==> src/logic/dil_pkg.sv <==
package dil_pkg;
  // Register indices; byte address is four times the index
  localparam logic [7:0] CH1_ACTIVE_IDX  = 8'h3B;
  localparam logic [7:0] CH0_ACTIVE_IDX  = 8'h38;
  localparam logic [7:0] SW_TRIGGER_IDX  = 8'h45;
  localparam logic [7:0] CH0_STAGING_IDX = 8'h46;
  localparam logic [7:0] CH1_STAGING_IDX = 8'h49;
  localparam logic [7:0] AUTO_CTRL_IDX   = 8'h4C;
  // Field layout
  localparam int CODE_LSB      = 8;
  localparam int CODE_W        = 16;
  localparam int LOAD_CH0_BIT  = 0;
  localparam int LOAD_CH1_BIT  = 1;
  localparam int AUTO_EN_BIT   = 0;
  // Reset values
  localparam logic [15:0] CODE_RESET    = 16'h0000;
  localparam logic        AUTO_EN_RESET = 1'b0;
  localparam logic        LINE_IDLE     = 1'b1;
  // Wishbone word addressing
  localparam int ADDR_W        = 10;
  localparam int WORD_SHIFT    = 2;
endpackage

==> src/logic/dil_channel.sv <==
`timescale 1ns/10ps
// One channel: staging code written by software, active code loaded on a trigger
module dil_channel #(
  parameter int          W     = 16,
  parameter logic [15:0] RST_V = 16'h0000
) (
  input  wire logic         mclk,
  input  wire logic         rstSyncN,
  input  wire logic         stageWe,
  input  wire logic [1:0]   stageBe,
  input  wire logic [W-1:0] stageData,
  input  wire logic         load,
  output logic      [W-1:0] stagedCode,
  output logic      [W-1:0] activeCode
);
  logic [W-1:0] staged_reg;
  logic [W-1:0] staged_next;
  logic [W-1:0] active_reg;
  logic [W-1:0] active_next;

  // Byte-lane write to staging; load copies the value held before this edge
  always_comb begin
    staged_next = staged_reg;
    active_next = active_reg;
    if (stageWe && stageBe[0]) begin
      staged_next[7:0] = stageData[7:0];
    end
    if (stageWe && stageBe[1]) begin
      staged_next[W-1:8] = stageData[W-1:8];
    end
    if (load) begin
      active_next = staged_reg;
    end
  end

  always_ff @(posedge mclk or negedge rstSyncN) begin
    if (!rstSyncN) begin
      staged_reg <= RST_V[W-1:0];
      active_reg <= RST_V[W-1:0];
    end else begin
      staged_reg <= staged_next;
      active_reg <= active_next;
    end
  end

  assign stagedCode = staged_reg;
  assign activeCode = active_reg;
endmodule

==> src/logic/dil_top.sv <==
`timescale 1ns/10ps
// What this block does
// Writing 1 to channel 1 load bit copies its staging to active code.
// Writing 1 to channel 0 load bit copies its staging to active code.
// Load bits are write-only at bits 1 and 0 and self-clear.
// Active code loads from staging on hardware line, software bit or auto.
// Channel 0 staging holds 16-bit code in 23:8; low byte reads zero.
// Channel 1 staging holds 16-bit code in 23:8; low byte reads zero.
// Internal reset held until both supply rails report good.
// Pulling the hardware load line low loads both channels, like writing both load bits.
// Both load bits in one write update both channels same cycle.
module dil_top (
  input  wire logic                    mclk,
  input  wire logic                    rstn,
  input  wire logic                    avddGood,
  input  wire logic                    dvddGood,
  input  wire logic                    hwLoadLineN,
  input  wire logic                    wb_cyc_i,
  input  wire logic                    wb_stb_i,
  input  wire logic                    wb_we_i,
  input  wire logic [dil_pkg::ADDR_W-1:0] wb_adr_i,
  input  wire logic [3:0]              wb_sel_i,
  input  wire logic [31:0]             wb_dat_i,
  output logic      [31:0]             wb_dat_o,
  output logic                         wb_ack_o,
  output logic      [15:0]             ch0ActiveCode,
  output logic      [15:0]             ch1ActiveCode
);
  logic        rawRstN;
  logic [1:0]  rstSync_reg;
  logic        rstSyncN;
  logic [2:0]  lineSync_reg;
  logic        lineState_reg;
  logic        lineState_next;
  logic        hwFall;
  logic        ack_reg;
  logic        ack_next;
  logic [31:0] rdat_reg;
  logic [31:0] rdat_next;
  logic        autoEn_reg;
  logic        autoEn_next;
  logic [1:0]  autoPend_reg;
  logic [1:0]  autoPend_next;
  logic        wrStrobe;
  logic [7:0]  regIdx;
  logic        trigWr;
  logic        st0We;
  logic        st1We;
  logic        load0;
  logic        load1;
  logic [15:0] staged0;
  logic [15:0] staged1;

  // Supply monitor gates reset; release is synchronised so it never lands mid-edge
  assign rawRstN = rstn & avddGood & dvddGood;

  always_ff @(posedge mclk or negedge rawRstN) begin
    if (!rawRstN) begin
      rstSync_reg <= 2'b00;
    end else begin
      rstSync_reg <= {rstSync_reg[0], 1'b1};
    end
  end
  assign rstSyncN = rstSync_reg[1];

  // Load pin synchroniser; a change counts once stages two and three agree
  always_ff @(posedge mclk or negedge rstSyncN) begin
    if (!rstSyncN) begin
      lineSync_reg <= {3{dil_pkg::LINE_IDLE}};
    end else begin
      lineSync_reg <= {lineSync_reg[1:0], hwLoadLineN};
    end
  end

  // Falling edge of the filtered line is the hardware trigger
  always_comb begin
    lineState_next = lineState_reg;
    if (lineSync_reg[1] == lineSync_reg[2]) begin
      lineState_next = lineSync_reg[2];
    end
  end
  assign hwFall = lineState_reg & ~lineState_next;

  // Wishbone decode; a write takes effect at the edge where ack is high
  assign regIdx   = wb_adr_i[dil_pkg::ADDR_W-1:dil_pkg::WORD_SHIFT];
  assign wrStrobe = wb_cyc_i & wb_stb_i & wb_we_i & ack_reg;
  assign trigWr   = wrStrobe && regIdx == dil_pkg::SW_TRIGGER_IDX && wb_sel_i[0];
  assign st0We    = wrStrobe && regIdx == dil_pkg::CH0_STAGING_IDX;
  assign st1We    = wrStrobe && regIdx == dil_pkg::CH1_STAGING_IDX;

  // Writing 0 to a load bit does nothing; bits are never stored, so they self-clear
  assign load0 = (trigWr & wb_dat_i[dil_pkg::LOAD_CH0_BIT]) | hwFall | autoPend_reg[0];
  assign load1 = (trigWr & wb_dat_i[dil_pkg::LOAD_CH1_BIT]) | hwFall | autoPend_reg[1];

  // Bus answer, read mux and auto-transfer control
  always_comb begin
    ack_next      = wb_cyc_i & wb_stb_i & ~ack_reg;
    rdat_next     = 32'h0000_0000;
    autoEn_next   = autoEn_reg;
    autoPend_next = {st1We & autoEn_reg, st0We & autoEn_reg};
    unique case (regIdx)
      dil_pkg::CH0_STAGING_IDX: rdat_next[23:8] = staged0;
      dil_pkg::CH1_STAGING_IDX: rdat_next[23:8] = staged1;
      dil_pkg::CH0_ACTIVE_IDX:  rdat_next[23:8] = ch0ActiveCode;
      dil_pkg::CH1_ACTIVE_IDX:  rdat_next[23:8] = ch1ActiveCode;
      dil_pkg::AUTO_CTRL_IDX:   rdat_next[dil_pkg::AUTO_EN_BIT] = autoEn_reg;
      default:                  rdat_next = 32'h0000_0000; // Trigger reads zero
    endcase
    if (wrStrobe && regIdx == dil_pkg::AUTO_CTRL_IDX && wb_sel_i[0]) begin
      autoEn_next = wb_dat_i[dil_pkg::AUTO_EN_BIT];
    end
  end

  always_ff @(posedge mclk or negedge rstSyncN) begin
    if (!rstSyncN) begin
      ack_reg       <= 1'b0;
      rdat_reg      <= 32'h0000_0000;
      autoEn_reg    <= dil_pkg::AUTO_EN_RESET;
      autoPend_reg  <= 2'b00;
      lineState_reg <= dil_pkg::LINE_IDLE;
    end else begin
      ack_reg       <= ack_next;
      rdat_reg      <= rdat_next;
      autoEn_reg    <= autoEn_next;
      autoPend_reg  <= autoPend_next;
      lineState_reg <= lineState_next;
    end
  end

  assign wb_ack_o = ack_reg;
  assign wb_dat_o = rdat_reg;

  // Channel slices; staging byte lanes follow sel bits 1 and 2
  dil_channel #(.W(dil_pkg::CODE_W), .RST_V(dil_pkg::CODE_RESET)) uCh0 (
    .mclk       (mclk),
    .rstSyncN   (rstSyncN),
    .stageWe    (st0We),
    .stageBe    (wb_sel_i[2:1]),
    .stageData  (wb_dat_i[23:8]),
    .load       (load0),
    .stagedCode (staged0),
    .activeCode (ch0ActiveCode)
  );

  dil_channel #(.W(dil_pkg::CODE_W), .RST_V(dil_pkg::CODE_RESET)) uCh1 (
    .mclk       (mclk),
    .rstSyncN   (rstSyncN),
    .stageWe    (st1We),
    .stageBe    (wb_sel_i[2:1]),
    .stageData  (wb_dat_i[23:8]),
    .load       (load1),
    .stagedCode (staged1),
    .activeCode (ch1ActiveCode)
  );

  // Checks
  property p_swLoad1;
    @(posedge mclk) disable iff (!rstSyncN)
    (trigWr && wb_dat_i[1]) |=> ch1ActiveCode == $past(staged1);
  endproperty
  a_swLoad1: assert property (p_swLoad1) else $error("ch1 load missed");

  property p_swLoad0;
    @(posedge mclk) disable iff (!rstSyncN)
    (trigWr && wb_dat_i[0]) |=> ch0ActiveCode == $past(staged0);
  endproperty
  a_swLoad0: assert property (p_swLoad0) else $error("ch0 load missed");

  property p_trigReadsZero;
    @(posedge mclk) disable iff (!rstSyncN)
    (wb_cyc_i && wb_stb_i && !wb_we_i && !ack_reg && regIdx == dil_pkg::SW_TRIGGER_IDX)
      |=> wb_ack_o && wb_dat_o == 32'h0000_0000;
  endproperty
  a_trigReadsZero: assert property (p_trigReadsZero) else $error("trigger not zero");

  property p_noTrigHold;
    @(posedge mclk) disable iff (!rstSyncN)
    !load0 |=> $stable(ch0ActiveCode);
  endproperty
  a_noTrigHold: assert property (p_noTrigHold) else $error("ch0 moved unbid");

  property p_resv0;
    @(posedge mclk) disable iff (!rstSyncN)
    (ack_next && regIdx == dil_pkg::CH0_STAGING_IDX) |=> wb_dat_o[7:0] == 8'h00
      && wb_dat_o[23:8] == $past(staged0);
  endproperty
  a_resv0: assert property (p_resv0) else $error("ch0 staging read bad");

  property p_resv1;
    @(posedge mclk) disable iff (!rstSyncN)
    (ack_next && regIdx == dil_pkg::CH1_STAGING_IDX) |=> wb_dat_o[7:0] == 8'h00
      && wb_dat_o[23:8] == $past(staged1);
  endproperty
  a_resv1: assert property (p_resv1) else $error("ch1 staging read bad");

  property p_supplyReset;
    @(posedge mclk) (!avddGood || !dvddGood) |=> !rstSyncN;
  endproperty
  a_supplyReset: assert property (p_supplyReset) else $error("reset not held");

  property p_hwLoad;
    @(posedge mclk) disable iff (!rstSyncN)
    hwFall |=> ch0ActiveCode == $past(staged0) && ch1ActiveCode == $past(staged1);
  endproperty
  a_hwLoad: assert property (p_hwLoad) else $error("hw load missed");

  // Judged on the codes themselves, so a broken slice load still trips it
  property p_bothLoad;
    @(posedge mclk) disable iff (!rstSyncN)
    (trigWr && wb_dat_i[1:0] == 2'b11)
      |=> ch0ActiveCode == $past(staged0) && ch1ActiveCode == $past(staged1);
  endproperty
  a_bothLoad: assert property (p_bothLoad) else $error("loads split");

  // Auto transfer lands one edge after the staging write, with the new code
  property p_autoLoad0;
    @(posedge mclk) disable iff (!rstSyncN)
    (st0We && autoEn_reg) |=> ##1 ch0ActiveCode == $past(staged0);
  endproperty
  a_autoLoad0: assert property (p_autoLoad0) else $error("ch0 auto load missed");

  c_swBoth: cover property (@(posedge mclk) trigWr && wb_dat_i[1:0] == 2'b11);
  c_hwFall: cover property (@(posedge mclk) hwFall);
  c_auto:   cover property (@(posedge mclk) |autoPend_reg);
endmodule

==> config.mk <==
export PLATFORM = sky130hd
export DESIGN_NAME = dil_top
export DESIGN_NICKNAME = d
export VERILOG_FILES = /design/src/logic/dil_pkg.sv /design/src/logic/dil_channel.sv /design/src/logic/dil_top.sv
export SDC_FILE = /design/constraint.sdc
export NUM_CORES = 1
export LEC_CHECK = 0
export BUFFER_PORTS_ARGS = -buffer_cell sky130_fd_sc_hd__clkbuf_2
export CORE_ASPECT_RATIO = 2
export CORE_MARGIN = 1
export CORE_UTILIZATION = 55
export DETAILED_ROUTE_END_ITERATION = 10
export HOLD_SLACK_MARGIN = 0.06
export PLACE_DENSITY = 0.84
export SLEW_MARGIN = 20
export SYNTH_ARGS = -nofsm -noshare
export SYNTH_HDL_FRONTEND = slang
export SYNTH_HIERARCHICAL = 1
export SYNTH_SLANG_ARGS = --single-unit
==> constraint.sdc <==
create_clock -name mclk -period 7.7 [get_ports mclk]
set_input_delay 1.54 -clock mclk [delete_from_list [all_inputs] [get_ports mclk]]
set_output_delay 1.54 -clock mclk [all_outputs]
set_load 0.02 [all_outputs]
==> metrics.md <==
| Metric | Value |
|---|---|
| Io pins | 119 |
| Worst r2r src | wb_ack_o |
| Yosys warning count | 6 |
| Crit end category | register |
| Nets | 428 |
| Leak | 0.00241 uW |
| Critical Path AT | 4.11 ns |
| # Post-CTS Setup Buffers | 0 |
| Die H | 122 um |
| Starting Density | 0.571 |
| CTS buffer count | 9 |
| Area of the multi-input gates | 1560 sq um |
| Placed Area | 4430 sq um |
| Routability cong. | 0.810 |
| Core Area | 6940 sq um |
| Initial antenna violation count | 0 |
| DR vias | 2,707 |
| Largest net degree at the start of global routing | 90 |
| Sequential fraction of the synthesis area | 0.576 |
| H-tree level count | 3 |
| Crit path max fanout | 20 |
| Vias per inst | 5.77 |
| Pins over their slew limit | 0 |
| Commonest cells after routing, fill and taps aside | dfrtp_1, clkbuf_2, mux2_2 |
| Register Area | 2290 sq um |
| Max clock buf depth | 2 |
| Number of synthesized flops with an enable pin | 0 |
| Final-report hold violation count | 0 |
| Die X | 62.0 um |
| Worst setup SP type | input pin |
| CP Cell Sequence | clkbuf_2 -> or4b_1 -> or2_1 -> o21ai_2 -> buf_4 -> mux2_2 |
| # Max-Cap Violations | 0 |
| Post-synthesis cell area | 3960 sq um |
| # fillers | 495 |
| Sum Neg Setup Slack | 0 ns |
| Finished Cell Area | 4750 sq um |
| Max reg flops | 17 |
| Root Driver | clkbuf_16 |
| Ys flop type | dfrtp_1 |
| Hold-fix buffers at CTS | 0 |
| FF-to-FF End | uCh1/activeCode[15] |
| Post-DRT Antenna Nets | 0 |
| First-pass GRT wire length | 13,300 um |
| Critical path class | in2reg |
| Num rows | 43 |
| Starting DRT DRC Count | 71 |
| Period Utilization, post-route | 0.507 |
| Unique cell type count in the Yosys netlist | 29 |
| Delay of the slowest critical-path stage | 0.91 ns |
| #FFs+latches synth | 91 |
| PwrDens | 203 nW/um^2 |
| Slew margin rel. | 0.293 |
| Post-Synthesis Cells | 289 |
| Clock-pin slew on the worst setup and hold paths | 0.06 ns |
| Critical Path Start | wb_adr_i[7] |
| Clock latency on the worst-skew pair | 0.33 ns |
| CTS-repair resized insts | 0 |
| All-layer global routing usage | 0.246 |
| Routed WL | 8440 um |
| Min Tclk post-route | 3.90 ns |
| Diode count | 0 |
| Area Growth Syn to Fin | 19.9% |
| Avg Cell Area, Syn | 13.7 sq um |
| Slew @ Worst Pin | 1.06 ns |
| Worst clock skew | 0.00601 ns |
| Worst reg-to-reg setup slack | 5.64 ns |
| DRT Pass-1 Iters | 5 |
| TritonCTS clock tree | yes |
| Clock sink total | 91 |
| RSZ-0062 raised after global routing | no |
| Port Buffers | 86 |
| Max Freq | 256 MHz |
| Maximum VDD drop | 133 uV |
| Share of layout cells above drive strength 1 | 0.491 |
| Status | completed |
| HP Class | reg2async |
| Drt drc | 0 |
| Power Total | 963 uW |
| Setup violators final | 0 |
| WL/cell | 18.0 um |
| Grt total ovfl | 0 |
| Die ar. | 7570 sq um |
| DP HPWL | 5670 um |
| Vias in the first global route | 2,783 |
| Async SR Flop Fraction | 1.00 |
| Reg2Reg Depth | 5 |
| Worst path slowest cell | or4b_1 |
| Critical Path RT | 7.91 ns |
==> power by group <==
| part | switching [uW] | internal (uW) |
|---|---|---|
| Combinational | 31.9 | 17.1 |
| Sequential | 5.78 | 482 |
| Clock | 167 | 258 |
==> kinds of logic (layout without fill, tap and decap cells) <==
kind of cell / Yosys count / in the layout / share of synthesized area
DFF: 91 / 91 / 0.576
muxes: 65 / 65 / 0.204
and+or+nand+nor: 62 / 62 / 0.0941
AOI/OAI and AO/OA: 34 / 34 / 0.0632
buffers and inverters: 34 / 110 / 0.0584
other: 2 / 16 / 0.00190
adders and majority gates: 1 / 1 / 0.00253
==> cell type report <==
cell class / instances / area share
flip-flops and latches: 91 / 0.481
multi-input cells: 178 / 0.329
repair buffers: 92 / 0.103
clock buffers: 11 / 0.0511
well taps: 90 / 0.0237
clock inverters: 5 / 0.0111
inverters: 2 / 0.00158
==> synthesized netlist by cell type, drive strengths merged, types with 3 or more instances <==
master,instances,area [sq um]
dfstp,4,105
nor4bb,4,40.0
o211ai,16,120
nor2,4,15.0
and3,3,18.8
dfrtp,87,2180
buf,19,175
clkbuf,13,48.8
nand4,3,18.8
mux2,65,807
a22oi,16,120
nand3,32,160
nand2,5,28.8
==> worst max path at each step <==
| stage | cells past startpoint | to | slack (ns) |
|---|---|---|---|
| floorplan | 7 | uCh0/activeCode[10] | 4.34 |
| global placement | 6 | uCh0/activeCode[15] | 3.46 |
| detailed placement | 6 | uCh0/activeCode[15] | 3.43 |
| CTS | 6 | uCh0/activeCode[15] | 3.78 |
| global route | 6 | uCh0/activeCode[15] | 3.72 |
| finish | 6 | uCh1/activeCode[15] | 3.80 |
==> per-layer routing <==
metal | up-vias | routed length, um | global-route usage
li1 | 1199 | - | -
met1 | 1381 | 3150 | 0.266
met2 | 109 | 4700 | 0.408
met3 | 18 | 346 | 0.0563
met4 | 0 | 240 | 0.163
met5 | - | 0 | 0
==> critical path: cells and delay by family <==
kind | cells | cell delay [ns]
compound gates | 1 | 0.45
buf+inv | 2 | 0.43
mux | 1 | 0.36
simple gates | 2 | 1.32
==> through the flow <==
stage / std cells / hold slack, ns / setup slack (ns) / util
final: 469 / 0.321 / 3.80 / 0.685
after floorplan: 303 / 0.331 / 4.34 / -
after global routing: 469 / 0.364 / 3.72 / 0.685
after global placement: 451 / 0.338 / 3.46 / 0.638
after CTS: 467 / 0.356 / 3.78 / 0.681
after detailed placement: 451 / 0.348 / 3.43 / 0.638
Note: power is estimated with default switching activity, not from simulation.
